$ cat config.mk
export PLATFORM = sky130hd
export DESIGN_NAME = ct16_timer
export DESIGN_NICKNAME = d
export VERILOG_FILES = /design/src/rtl/ct16_pkg.sv /design/src/rtl/ct16_timer.sv /design/src/rtl/ct16_prescaler.sv /design/src/rtl/ct16_edge_det.sv
export VERILOG_INCLUDE_DIRS = /design/src /design/src/rtl
export SDC_FILE = /design/constraint.sdc
export NUM_CORES = 1
export LEC_CHECK = 0
export BUFFER_PORTS_ARGS = -buffer_cell sky130_fd_sc_hd__buf_4
export CAP_MARGIN = 20
export CELL_PAD_IN_SITES_DETAIL_PLACEMENT = 1
export CELL_PAD_IN_SITES_GLOBAL_PLACEMENT = 1
export CORE_AREA = 2 2 108 110
export DETAILED_ROUTE_END_ITERATION = 12
export DIE_AREA = 0 0 110 112
export PLACE_DENSITY_LB_ADDON = 0.1
export SLEW_MARGIN = 20
export SYNTH_ARGS = -nofsm -noshare
export SYNTH_HDL_FRONTEND = slang
export SYNTH_HIERARCHICAL = 1
export SYNTH_SLANG_ARGS = --single-unit
$ cat constraint.sdc
create_clock -name pclk -period 5.5 [get_ports pclk]
set_input_delay 0.275 -clock pclk [delete_from_list [all_inputs] [get_ports pclk]]
set_output_delay 0.275 -clock pclk [all_outputs]
set_load 0.02 [all_outputs]
$ cat src/rtl/ct16_map.svh
// Purpose: Register map, field positions and reset values of the cascaded timer
// Assumes: APB byte addresses, one 32-bit word per register
// Notes: Definitions only
`ifndef CT16_MAP_SVH
`define CT16_MAP_SVH

`define CT16_ADDR_W 12
`define CT16_OFF_MODE 12'h000
`define CT16_OFF_CLKSEL 12'h004
`define CT16_OFF_OUTCTL 12'h008
`define CT16_OFF_LOW_CMP 12'h00c
`define CT16_OFF_HIGH_CMP 12'h010
`define CT16_OFF_COUNT 12'h014
`define CT16_OFF_OSC 12'h018
`define CT16_OFF_IRQ_STAT 12'h01c
`define CT16_OFF_IRQ_CLR 12'h020
`define CT16_OFF_IRQ_EN 12'h024

`define CT16_BIT_EN 0
`define CT16_BIT_CASCADE 2
`define CT16_BIT_LVL_RESET 2
`define CT16_BIT_LVL_SET 3
`define CT16_BIT_OSC 0
`define CT16_IRQ_LOW 0
`define CT16_IRQ_HIGH 1

`define CT16_RST_MODE 8'h00
`define CT16_RST_CLKSEL 4'h0
`define CT16_RST_CMP 8'h00
`define CT16_RST_OSC 1'b0
`define CT16_RST_IRQ 2'h0

`define CT16_PRESC_W 12
`define CT16_CODE_INT_FIRST 4'h6
`define CT16_CODE_INT_LAST 4'he
`define CT16_CODE_SLOWEST 4'hf
`define CT16_EXP_SLOWEST 4'hb
`define CT16_CODE_EXP_BIAS 4'h5

`endif

$ cat src/rtl/ct16_pkg.sv
// Purpose: Shared types of the cascaded timer
// Assumes: Nothing
// Notes: Constants live in ct16_map.svh
package ct16_pkg;
  typedef logic [7:0] ct16_byte_t;
  typedef enum logic [1:0] {
    CT16_SRC_EXT,
    CT16_SRC_INT,
    CT16_SRC_NONE
  } ct16_src_e;
endpackage

$ cat src/rtl/ct16_timer.sv
// Purpose: Two 8-bit counters chained into a 16-bit interval timer / event counter
// Assumes: APB slave, zero wait states, single clock pclk
// Notes: Counters are held at zero unless both cascade and enable are set
// Summary of operation
// Mode bit 2 set to 1 selects cascaded 16-bit counting.
// Low counter clock comes from clock-select field bits 0 to 3.
// High counter increments only on low counter overflow.
// Count-enable bit 0 starts or stops the combined counter.
// Compare upper byte in high compare, lower byte in low compare.
// On full match both counters clear, high interrupt raised, counting continues.
// Interrupt repeats every N+1 count clocks, N from 0000H to FFFFH.
// Low match still raises low interrupt and toggles output flip-flop.
// Codes 0,1 external; 6..14 divide 2..2^9, 15 2^11; doubled if osc bit 0.
// Output level preset by level reset and level set bits 2 and 3.
// Software picks rising or falling external edge as counting edge.
// One read returns both counter halves coherently.
`timescale 1ns/1ps
`include "ct16_map.svh"
module ct16_timer
  import ct16_pkg::*;
(
  input wire logic pclk,
  input wire logic presetn,
  input wire logic psel,
  input wire logic penable,
  input wire logic pwrite,
  input wire logic [`CT16_ADDR_W-1:0] paddr,
  input wire logic [31:0] pwdata,
  output logic [31:0] prdata,
  output logic pready,
  output logic pslverr,
  input wire logic external_count_input,
  output logic first_timer_output,
  output logic irq
);
  logic [7:0] timer_mode_control_a_reg;
  logic [3:0] timer_clock_select_a_reg;
  ct16_byte_t low_compare_reg;
  ct16_byte_t high_compare_reg;
  logic oscillation_mode_reg;
  logic [1:0] irq_en_reg;
  logic [1:0] irq_stat_reg;
  ct16_byte_t low_counter_reg;
  ct16_byte_t high_counter_reg;
  logic out_ff_reg;
  logic [31:0] prdata_reg;

  logic wr_en;
  logic rd_setup;
  logic addr_ok;
  logic [1:0] irq_clr;
  ct16_src_e src;
  logic [3:0] exp_sel;
  logic int_tick;
  logic ext_tick;
  logic tick;
  logic run;
  logic low_hit;
  logic full_hit;
  logic low_evt;
  logic high_evt;
  logic outctl_wr;

  assign wr_en = psel & penable & pwrite;
  assign rd_setup = psel & ~penable & ~pwrite;
  assign outctl_wr = wr_en && paddr == `CT16_OFF_OUTCTL;

  always_comb begin
    unique case (paddr)
      `CT16_OFF_MODE, `CT16_OFF_CLKSEL, `CT16_OFF_OUTCTL, `CT16_OFF_LOW_CMP,
      `CT16_OFF_HIGH_CMP, `CT16_OFF_COUNT, `CT16_OFF_OSC, `CT16_OFF_IRQ_STAT,
      `CT16_OFF_IRQ_CLR, `CT16_OFF_IRQ_EN: addr_ok = 1'b1;
      default: addr_ok = 1'b0;
    endcase
  end

  // Zero wait states; error only for unmapped words
  assign pready = 1'b1;
  assign pslverr = psel & penable & ~addr_ok;
  assign prdata = prdata_reg;

  // mode and enable bits
  always_ff @(posedge pclk or negedge presetn) begin
    if (!presetn) begin
      timer_mode_control_a_reg <= `CT16_RST_MODE;
    end else if (wr_en && paddr == `CT16_OFF_MODE) begin
      timer_mode_control_a_reg <= pwdata[7:0];
    end
  end

  // clock-select field
  always_ff @(posedge pclk or negedge presetn) begin
    if (!presetn) begin
      timer_clock_select_a_reg <= `CT16_RST_CLKSEL;
    end else if (wr_en && paddr == `CT16_OFF_CLKSEL) begin
      timer_clock_select_a_reg <= pwdata[3:0];
    end
  end

  // compare bytes kept apart
  always_ff @(posedge pclk or negedge presetn) begin
    if (!presetn) begin
      low_compare_reg <= `CT16_RST_CMP;
      high_compare_reg <= `CT16_RST_CMP;
    end else if (wr_en && paddr == `CT16_OFF_LOW_CMP) begin
      low_compare_reg <= pwdata[7:0];
    end else if (wr_en && paddr == `CT16_OFF_HIGH_CMP) begin
      high_compare_reg <= pwdata[7:0];
    end
  end

  always_ff @(posedge pclk or negedge presetn) begin
    if (!presetn) begin
      oscillation_mode_reg <= `CT16_RST_OSC;
      irq_en_reg <= `CT16_RST_IRQ;
    end else if (wr_en && paddr == `CT16_OFF_OSC) begin
      oscillation_mode_reg <= pwdata[`CT16_BIT_OSC];
    end else if (wr_en && paddr == `CT16_OFF_IRQ_EN) begin
      irq_en_reg <= pwdata[1:0];
    end
  end

  // code decode to source and divider exponent
  always_comb begin
    src = CT16_SRC_NONE;
    exp_sel = 4'h0;
    if (timer_clock_select_a_reg <= 4'h1) begin
      src = CT16_SRC_EXT;
    end else if (timer_clock_select_a_reg >= `CT16_CODE_INT_FIRST &&
                 timer_clock_select_a_reg <= `CT16_CODE_INT_LAST) begin
      src = CT16_SRC_INT;
      exp_sel = timer_clock_select_a_reg - `CT16_CODE_EXP_BIAS;
    end else if (timer_clock_select_a_reg == `CT16_CODE_SLOWEST) begin
      src = CT16_SRC_INT;
      exp_sel = `CT16_EXP_SLOWEST;
    end
    // Slow oscillation mode doubles every divider
    if (src == CT16_SRC_INT && !oscillation_mode_reg) begin
      exp_sel = exp_sel + 4'h1;
    end
  end

  ct16_prescaler u_presc (
    .pclk(pclk),
    .presetn(presetn),
    .exp_sel(exp_sel),
    .tick(int_tick)
  );

  // code bit 0 picks the rising edge
  ct16_edge_det u_edge (
    .pclk(pclk),
    .presetn(presetn),
    .pin_in(external_count_input),
    .rise_sel(timer_clock_select_a_reg[0]),
    .edge_tick(ext_tick)
  );

  // run gate
  assign run = timer_mode_control_a_reg[`CT16_BIT_CASCADE] & timer_mode_control_a_reg[`CT16_BIT_EN];
  assign tick = run & ((src == CT16_SRC_INT & int_tick) | (src == CT16_SRC_EXT & ext_tick));
  assign low_hit = low_counter_reg == low_compare_reg;
  assign full_hit = low_hit & (high_counter_reg == high_compare_reg);
  assign low_evt = tick & low_hit;
  assign high_evt = tick & full_hit;

  // cascaded count, high on low overflow
  always_ff @(posedge pclk or negedge presetn) begin
    if (!presetn) begin
      low_counter_reg <= 8'h00;
      high_counter_reg <= 8'h00;
    end else if (!run) begin
      low_counter_reg <= 8'h00;
      high_counter_reg <= 8'h00;
    end else if (tick) begin
      // full match clears both
      if (full_hit) begin
        low_counter_reg <= 8'h00;
        high_counter_reg <= 8'h00;
      end else begin
        low_counter_reg <= low_counter_reg + 8'h01;
        if (low_counter_reg == 8'hff) begin
          high_counter_reg <= high_counter_reg + 8'h01;
        end
      end
    end
  end

  // low match toggles output
  always_ff @(posedge pclk or negedge presetn) begin
    if (!presetn) begin
      out_ff_reg <= 1'b0;
    end else if (outctl_wr && pwdata[`CT16_BIT_LVL_SET] && !pwdata[`CT16_BIT_LVL_RESET]) begin
      // level preset
      out_ff_reg <= 1'b1;
    end else if (outctl_wr && pwdata[`CT16_BIT_LVL_RESET] && !pwdata[`CT16_BIT_LVL_SET]) begin
      out_ff_reg <= 1'b0;
    end else if (low_evt) begin
      out_ff_reg <= ~out_ff_reg;
    end
  end
  assign first_timer_output = out_ff_reg;

  assign irq_clr = (wr_en && paddr == `CT16_OFF_IRQ_CLR) ? pwdata[1:0] : 2'h0;

  // sticky events, set beats clear
  always_ff @(posedge pclk or negedge presetn) begin
    if (!presetn) begin
      irq_stat_reg <= `CT16_RST_IRQ;
    end else begin
      irq_stat_reg <= (irq_stat_reg & ~irq_clr) | {high_evt, low_evt};
    end
  end
  assign irq = |(irq_stat_reg & irq_en_reg);

  // snapshot at setup edge
  always_ff @(posedge pclk or negedge presetn) begin
    if (!presetn) begin
      prdata_reg <= 32'h0000_0000;
    end else if (rd_setup) begin
      unique case (paddr)
        `CT16_OFF_MODE: prdata_reg <= {24'h0, timer_mode_control_a_reg};
        `CT16_OFF_CLKSEL: prdata_reg <= {28'h0, timer_clock_select_a_reg};
        `CT16_OFF_LOW_CMP: prdata_reg <= {24'h0, low_compare_reg};
        `CT16_OFF_HIGH_CMP: prdata_reg <= {24'h0, high_compare_reg};
        `CT16_OFF_COUNT: prdata_reg <= {16'h0, high_counter_reg, low_counter_reg};
        `CT16_OFF_OSC: prdata_reg <= {31'h0, oscillation_mode_reg};
        `CT16_OFF_IRQ_STAT: prdata_reg <= {30'h0, irq_stat_reg};
        `CT16_OFF_IRQ_EN: prdata_reg <= {30'h0, irq_en_reg};
        default: prdata_reg <= 32'h0000_0000;
      endcase
    end
  end

  property p_mode_write;
    @(posedge pclk) disable iff (!presetn)
    (wr_en && paddr == `CT16_OFF_MODE) |=>
      timer_mode_control_a_reg[`CT16_BIT_CASCADE] == $past(pwdata[`CT16_BIT_CASCADE]);
  endproperty
  a_mode_write: assert property (p_mode_write) else $error("cascade bit not stored");

  property p_bad_code;
    @(posedge pclk) disable iff (!presetn)
    (timer_clock_select_a_reg inside {4'h2, 4'h3, 4'h4, 4'h5}) |-> !tick;
  endproperty
  a_bad_code: assert property (p_bad_code) else $error("prohibited code produced a tick");

  property p_carry;
    @(posedge pclk) disable iff (!presetn)
    (tick && !full_hit && low_counter_reg == 8'hff) |=>
      low_counter_reg == 8'h00 && high_counter_reg == $past(high_counter_reg) + 8'h01;
  endproperty
  a_carry: assert property (p_carry) else $error("high counter missed low overflow");

  property p_stop;
    @(posedge pclk) disable iff (!presetn)
    !run |=> low_counter_reg == 8'h00 && high_counter_reg == 8'h00;
  endproperty
  a_stop: assert property (p_stop) else $error("counter moved while stopped");

  property p_hcmp;
    @(posedge pclk) disable iff (!presetn)
    (wr_en && paddr == `CT16_OFF_HIGH_CMP) |=> high_compare_reg == $past(pwdata[7:0]);
  endproperty
  a_hcmp: assert property (p_hcmp) else $error("high compare not loaded");

  property p_full;
    @(posedge pclk) disable iff (!presetn)
    high_evt |=> low_counter_reg == 8'h00 && high_counter_reg == 8'h00 && irq_stat_reg[`CT16_IRQ_HIGH];
  endproperty
  a_full: assert property (p_full) else $error("full match did not clear and flag");

  property p_step;
    @(posedge pclk) disable iff (!presetn)
    (tick && !full_hit) |=> low_counter_reg == $past(low_counter_reg) + 8'h01;
  endproperty
  a_step: assert property (p_step) else $error("low counter did not advance");

  property p_low_toggle;
    @(posedge pclk) disable iff (!presetn)
    (low_evt && !outctl_wr) |=> out_ff_reg != $past(out_ff_reg) && irq_stat_reg[`CT16_IRQ_LOW];
  endproperty
  a_low_toggle: assert property (p_low_toggle) else $error("low match lost");

  // Only judged while the setting holds for two cycles, so a stop or reprogram is no failure
  property p_fast_tap;
    @(posedge pclk) disable iff (!presetn)
    (run && timer_clock_select_a_reg == `CT16_CODE_INT_FIRST && oscillation_mode_reg) ##1
      (run && timer_clock_select_a_reg == `CT16_CODE_INT_FIRST && oscillation_mode_reg) |->
      tick != $past(tick);
  endproperty
  a_fast_tap: assert property (p_fast_tap) else $error("fastest tap not every two cycles");

  property p_level_set;
    @(posedge pclk) disable iff (!presetn)
    (outctl_wr && pwdata[`CT16_BIT_LVL_SET] && !pwdata[`CT16_BIT_LVL_RESET]) |=> out_ff_reg;
  endproperty
  a_level_set: assert property (p_level_set) else $error("output level not preset");

  property p_ext_rise;
    @(posedge pclk) disable iff (!presetn)
    (run && timer_clock_select_a_reg == 4'h1 && external_count_input && !$past(external_count_input)) |-> tick;
  endproperty
  a_ext_rise: assert property (p_ext_rise) else $error("rising edge not counted");

  property p_coherent;
    @(posedge pclk) disable iff (!presetn)
    (rd_setup && paddr == `CT16_OFF_COUNT) |=>
      prdata[15:0] == {$past(high_counter_reg), $past(low_counter_reg)};
  endproperty
  a_coherent: assert property (p_coherent) else $error("torn count read");

  c_full_match: cover property (@(posedge pclk) disable iff (!presetn) high_evt);
  c_low_only: cover property (@(posedge pclk) disable iff (!presetn) low_evt && !full_hit);
  c_overflow: cover property (@(posedge pclk) disable iff (!presetn) tick && low_counter_reg == 8'hff);
  c_irq: cover property (@(posedge pclk) disable iff (!presetn) irq);
endmodule // ct16_timer

$ cat src/rtl/ct16_prescaler.sv
// Purpose: Free-running divider of pclk giving one tick every 2^exp cycles
// Assumes: exp between 1 and 12
// Notes: Taps are the AND of the low counter bits
`timescale 1ns/1ps
`include "ct16_map.svh"
module ct16_prescaler
  import ct16_pkg::*;
(
  input wire logic pclk,
  input wire logic presetn,
  input wire logic [3:0] exp_sel,
  output logic tick
);
  logic [`CT16_PRESC_W-1:0] div_reg;
  logic [`CT16_PRESC_W-1:0] taps;

  always_ff @(posedge pclk or negedge presetn) begin
    if (!presetn) begin
      div_reg <= '0;
    end else begin
      div_reg <= div_reg + 1'b1;
    end
  end

  assign taps[0] = div_reg[0];
  genvar i;
  generate
    for (i = 1; i < `CT16_PRESC_W; i++) begin : g_tap
      assign taps[i] = taps[i-1] & div_reg[i];
    end
  endgenerate

  always_comb begin
    tick = 1'b0;
    if (exp_sel != 4'h0 && exp_sel <= 4'(`CT16_PRESC_W)) begin
      tick = taps[exp_sel - 4'h1];
    end
  end
endmodule // ct16_prescaler

$ cat src/rtl/ct16_edge_det.sv
// Purpose: Edge detector for the external count input
// Assumes: Input already synchronous to pclk
// Notes: rise_sel picks the rising edge, else the falling edge
`timescale 1ns/1ps
module ct16_edge_det
  import ct16_pkg::*;
(
  input wire logic pclk,
  input wire logic presetn,
  input wire logic pin_in,
  input wire logic rise_sel,
  output logic edge_tick
);
  logic prev_reg;

  always_ff @(posedge pclk or negedge presetn) begin
    if (!presetn) begin
      prev_reg <= 1'b0;
    end else begin
      prev_reg <= pin_in;
    end
  end

  assign edge_tick = rise_sel ? (pin_in & ~prev_reg) : (~pin_in & prev_reg);
endmodule // ct16_edge_det

==> reports/results.txt, run 1 <==
P_sw: 0.3258 mW
H-tree Lvls: 3
Area of the multi-input gates: 2467 um^2
Filler cells: 1301
Hold buffer count at cts: 0
IO Pins: 86
Clk_lat worst skew: 0.35 ns
Setup CP Type: reg2reg
Detailed Route Iter0 Violations: 175
Most used DFF post-synth: dfrtp_1
# nets final: 576
Combinational share of power: 7.8%
Crit end category: flip-flop
Total Routing Usage GR: 22.15%
Max_slew headroom: 40.28%
Initial antenna violation count: 0
P_leak: 2.224 nW
Vias per inst: 5.636
GR Util met1: 31.05%
Vias in the first global route: 3897
Req. time, crit path: 5.73 ns
Post CTS Setup Buffer Count: 0
Fin util: 47.62%
Worst-path maximum fanout: 10
Synthesized area per cell: 9.729 um^2
Area of the core: 11170 um^2
Register area share after synthesis: 42.16%
Share of cells above drive strength 1: 14.78%
Failing checks: negative hold slack
DIE HEIGHT: 112 um
Clock share of power: 45.8%
Power density cells: 240.8 nW/um^2
Post-synth EDFFs: 0
Row cnt: 39
Final Cycle Share: 84.24%
Cts bufs inserted: 9
Max-cap viol count: 0
Hold WS: -0.03966 ns
CP max stage delay: 0.60 ns
GRT met3 Usage: 4.391%
Final WL: 12390 um
First-pass DRT Iterations: 4
Final Wtd Congestion: 0.8330
Reg2reg end: first_timer_output
RSZ-0062 raised after global routing: false
Hold Fails Final Rpt: 53
Mapped cell area: 4689 um^2
Worst Reg2Reg Path Length in Cells: 18
Clk slew on worst S/H paths: 0.06 ns
Layout area overhead: 13.47%
Antenna Nets Post-Route: 0
Die area: 12320 um^2
Post-Place Cells: 648
Clock tree buffer depth: 2
Data arrival, critical path: 4.86 ns
Drt drc: 0
GRT busiest layer: met2
Sequential fraction of design power: 46.4%
Slowest cell on the critical path: a2111oi_4
Slew @ Worst Pin: 0.8925 ns
Worst min path class: in2async
Net Sw Frac: 25.42%
Routed WL per cell: 18.65 um
Met2 track demand over resource: 34.36%
Remaining global-route overflow: 0
Seq. cell area: 1977 um^2
Reg-to-reg slack, setup: 0.87 ns
CP Cell Sequence: ha_1 -> o21a_1 -> o22ai_1 -> a21oi_1 -> ha_1 -> nand2b_1 -> o21ai_0 -> inv_1 -> ha_1 -> a21oi_1 -> a2111oi_2 -> a31o_1 -> o21ai_1 -> a21oi_1 -> o221ai_2 -> a2111oi_4 -> mux2i_1 -> a22oi_1
Peak VDD IR: 195.6 uV
Largest net degree at the start of global routing: 80
# diodes: 0
Initial Utilization: 41.97%
Reg2Reg Launch Point: timer_clock_select_a_reg[1]
Peak Freq: 0.2158 GHz
CTS tree: built
FF+latch count, synth: 79
Finished Layout Cells: 664
Worst Skew: 0.006112 ns
Root Driver: clkbuf_16
# clock sinks: 79
DPL Wire Length: 9101 um
Outcome: complete, but fails checks
CP Launch Type: flip-flop
Input/output buffers: 44
Pint: 0.9556 mW
Final setup viols: 0
YS warnings: 6
Netlist cell types: 66
Mapped Cells: 482
Critical path origin: timer_clock_select_a_reg[1]
Final setup TNS: 0 ns
Total number of vias: 3742
Max reg flops: 16
Post-layout min period: 4.633 ns
First-pass GRT wire length: 20820 um
Die Width: 110 um
Max Slew Vio Count: 0
Number of gates resized after CTS: 0
Share of async-settable or async-resettable flops after synthesis: 100.0%
## cell usage in the layout, fill, tap and decap left out, types with 7 or more instances in the layout
cell type / Yosys / routed
nor2_1: 24 / 24
and3_1: 8 / 8
ha_1: 10 / 10
dfrtp_1: 79 / 79
nand2_1: 56 / 56
o21ai_1: 13 / 13
o21ai_0: 10 / 10
xnor2_1: 28 / 28
inv_1: 15 / 15
mux2i_1: 7 / 7
clkbuf_16: 0 / 9
mux2_1: 29 / 29
a22oi_1: 11 / 11
a21oi_1: 21 / 21
and2_1: 7 / 7
or3_1: 8 / 8
nand3_1: 15 / 15
o22ai_1: 10 / 10
a31oi_1: 7 / 7
conb_1: 2 / 17
buf_4: 19 / 45
nand4_1: 12 / 12
## worst max-delay path: cells and delay by family (launching register included)
kind | cells | cell delay (ns)
flops | 1 | 0.50
fa+ha+maj | 3 | 0.98
simple gates | 1 | 0.05
buf+inv | 1 | 0.07
compound gates | 12 | 2.64
mux | 1 | 0.27
## cells by family (layout without fill, tap and decap cells)
family / after synthesis / count (layout) / synth area share (%)
other cells: 2 / 17 / 0.1601
buf+inv: 53 / 77 / 6.430
mux: 36 / 36 / 8.458
flops: 79 / 79 / 42.16
simple gates: 163 / 163 / 18.36
compound gates: 106 / 106 / 15.45
fa+ha+maj: 10 / 10 / 2.668
xor+xnor: 33 / 33 / 6.323
## power by group through the flow
stage	Combinational [mW]	Sequential [mW]	Clock, mW
floorplan	0.0453	0.615	0
global placement	0.100	0.605	0
detailed placement	0.101	0.606	0
CTS	0.101	0.595	0.603
global route	0.111	0.596	0.631
finish	0.0998	0.595	0.587
## cells in the mapped netlist, types with 11 or more instances
cell | instances | area [um^2]
a21oi_1 | 21 | 105.1
a22oi_1 | 11 | 82.58
buf_4 | 19 | 142.6
dfrtp_1 | 79 | 1977
inv_1 | 15 | 56.30
mux2_1 | 29 | 326.6
nand2_1 | 56 | 210.2
nand3_1 | 15 | 75.07
nand4_1 | 12 | 75.07
nor2_1 | 24 | 90.09
o21ai_1 | 13 | 65.06
xnor2_1 | 28 | 245.2
## stage by stage
step	hold WS, ns	power [mW]	instance area [um^2]	setup slack [ns]
final	-0.03966	1.281	5321	0.8670
after global routing	0.02648	1.337	5321	0.4649
after CTS	0.03057	1.299	5318	0.8224
after detailed placement	0.4031	0.7066	5025	0.9271
after global placement	0.4006	0.7051	5025	0.9768
after floorplan	-0.02059	0.6607	4746	1.372
## layer usage
layer  vias up  share of wire, %  wire length [um]
met1      1856                46              5720
li1       1790                 -                 -
met3        10               4.5               563
met4         0               1.4               172
met5         -                 0                 0
met2        86                48              5929
## layout make-up
type                    instances  area share [%]
repair buffers                 46           6.560
multi-input cells             365           46.37
well taps                     143           3.362
inverters                      15           1.058
flip-flops and latches         79           37.15
clock buffers                  11           4.750
clock inverters                 5          0.7524
## worst max path at each step
| stage | to | cells after the start |
|---|---|---|
| final | first_timer_output | 18 |
| after CTS | first_timer_output | 18 |
| after global placement | first_timer_output | 18 |
| after floorplan | first_timer_output | 21 |
| after detailed placement | first_timer_output | 18 |
| after global routing | first_timer_output | 18 |
(Power assumes the default switching activity.)
==> run 2, diff against run 1 <==
Clock period 5.5 ns to 4.5 ns, I/O delays scaled along.
==> run 2 against run 1 <==
  * The flow now finishes without violations
  * Flip-flop and latch count unchanged
  * Count of clock-buffer cells in the layout stayed put
  * Global-route usage decreased by 0.12 points
  * Combinational power increased by 27%
  * Largest power group is now the clock network
==> reports/results.txt, run 2 (synthesis gave the netlist of run 1 again) <==
Outcome: finished clean
# clock sinks: 79
Row cnt: 39
Most common cell after layout, fill and taps aside: dfrtp_1
CP Launch Type: flip-flop
Initial Utilization: 41.97%
Worst-path maximum fanout: 8
Max_slew headroom: 36.68%
Area of the core: 11170 um^2
CP max stage delay: 0.47 ns
Total Routing Usage GR: 22.03%
Slowest cell on the critical path: a2111oi_4
Post-layout min period: 4.181 ns
Req. time, crit path: 4.73 ns
Peak Freq: 0.2392 GHz
Hold WS: 0.1044 ns
Layout area overhead: 15.77%
P_sw: 0.4032 mW
Final setup TNS: 0 ns
Final Wtd Congestion: 0.8192
DPL Wire Length: 9205 um
Routed WL per cell: 18.94 um
Die Width: 110 um
CP Cell Sequence: inv_1 -> ha_1 -> o21a_1 -> o21a_1 -> a21oi_2 -> ha_1 -> nand2b_1 -> o21ai_1 -> inv_1 -> ha_2 -> a21oi_1 -> a2111oi_2 -> a31o_1 -> o21ai_1 -> a21oi_2 -> o221ai_4 -> a2111oi_4 -> buf_4 -> xnor2_1 -> a22oi_1
First-pass DRT Iterations: 4
P_leak: 2.275 nW
Worst Skew: 0.008380 ns
IO Pins: 86
Combinational share of power: 7.8%
First-pass GRT wire length: 20780 um
Setup CP Type: reg2reg
Total number of vias: 3798
Commonest non-fill, non-tap cells in the layout: 79 x dfrtp_1, 56 x nand2_1, 51 x buf_4, 29 x mux2_1, 28 x xnor2_1
Clock tree buffer depth: 2
Final WL: 12730 um
Peak VDD IR: 244.5 uV
Final setup viols: 0
Remaining global-route overflow: 0
Max reg flops: 16
Input/output buffers: 44
Vias per inst: 5.652
Final Cycle Share: 92.92%
Filler cells: 1275
Die area: 12320 um^2
Detailed Route Iter0 Violations: 179
CTS tree: built
Power density cells: 297.8 nW/um^2
Hold Fails Final Rpt: 0
# diodes: 0
Net Sw Frac: 24.94%
Clk slew on worst S/H paths: 0.06 ns
DIE HEIGHT: 112 um
# nets final: 584
Final Power: 1.617 mW
Pint: 1.213 mW
Largest net degree at the start of global routing: 80
Max Slew Vio Count: 0
Drt drc: 0
Vias in the first global route: 4031
Root Driver: clkbuf_16
Clock share of power: 47.2%
Data arrival, critical path: 4.41 ns
Clk_lat worst skew: 0.35 ns
Cts bufs inserted: 9
Worst min path class: in2reg
Initial antenna violation count: 0
Max-cap viol count: 0
H-tree Lvls: 3
Antenna Nets Post-Route: 0
Share of cells above drive strength 1: 16.45%
Slew @ Worst Pin: 0.9463 ns
Crit end category: flip-flop
Fin util: 48.58%
Sequential fraction of design power: 45.0%
[run 2: cell count changes in the layout (fill, tap and decap cells not counted), moves of 2 or more]
| cell | change |
|---|---|
| dlygate4sd3_1 | +2 |
| a21oi_1 | -2 |
| clkinvlp_4 | -2 |
| a21oi_2 | +2 |
| buf_4 | +6 |
[run 2: repair_timing]
item                                    4_1_cts  5_1_grt
setup buffers                                 0        1
endpoints found under the setup margin        0       19
gates resized for setup                       0        7
hold buffers                                  1        1
hold endpoints to repair                      1       57
[run 2: path summary, 6_finish.rpt]
| path | start | to | slack [ns] | depth (start not counted) |
|---|---|---|---|---|
| worst max-delay path | timer_clock_select_a_reg[0] | first_timer_output | 0.32 | 20 |
| max in group asynchronous | presetn | timer_clock_select_a_reg[1] | 3.48 | 2 |
| worst min-delay path | pwdata[4] | timer_mode_control_a_reg[4] | 0.10 | 2 |
| worst min register to register | u_presc/div_reg[11] | u_presc/div_reg[11] | 0.48 | 1 |
| worst max register to register | timer_clock_select_a_reg[0] | first_timer_output | 0.32 | 20 |
| min in group asynchronous | presetn | low_counter_reg[7] | 0.50 | 2 |
[run 2: layer usage]
layer  GRT usage (%)  vias up  part of all wire [%]
li1                -     1797                     -
met1           28.04     1912                    46
met2           36.52       71                    49
met3           5.035       18                   3.6
met4           7.426        0                   1.6
met5               0        -                     0
[run 2: cell type report]
class                      instances  area [um^2]  area share (%)
timing repair buffer              54        414.1           7.628
clock buffer                      11        242.7           4.471
inverter                          15        56.30           1.037
clock inverter                     5        63.81           1.175
sequential                        79         1977           36.41
multi-input combinational        365         2496           45.98
tap                              143        178.9           3.296
[run 2: critical path: cells and delay by family (launching register included)]
family / cells / cell delay [ns]
AOI/OAI and AO/OA: 12 / 2.37
adders and majority gates: 3 / 0.76
DFF: 1 / 0.41
buffers and inverters: 3 / 0.35
xor gates and xnor gates: 1 / 0.11
and+or+nand+nor: 1 / 0.06
[run 2: through the flow]
stage | std cells | area, um^2 | setup WS, ns
after floorplan | 497 | 4746 | 0.3724
after global placement | 653 | 5062 | 0.2365
after detailed placement | 653 | 5062 | 0.07113
after CTS | 670 | 5379 | 0.03615
after global routing | 672 | 5429 | -0.001423
final | 672 | 5429 | 0.3187
[run 2: power by group through the flow]
stage / Clock, mW / Sequential [mW] / Combinational (mW)
detailed placement: 0 / 0.741 / 0.126
floorplan: 0 / 0.752 / 0.0554
CTS: 0.779 / 0.727 / 0.127
finish: 0.763 / 0.727 / 0.127
global route: 0.810 / 0.728 / 0.139
global placement: 0 / 0.740 / 0.124
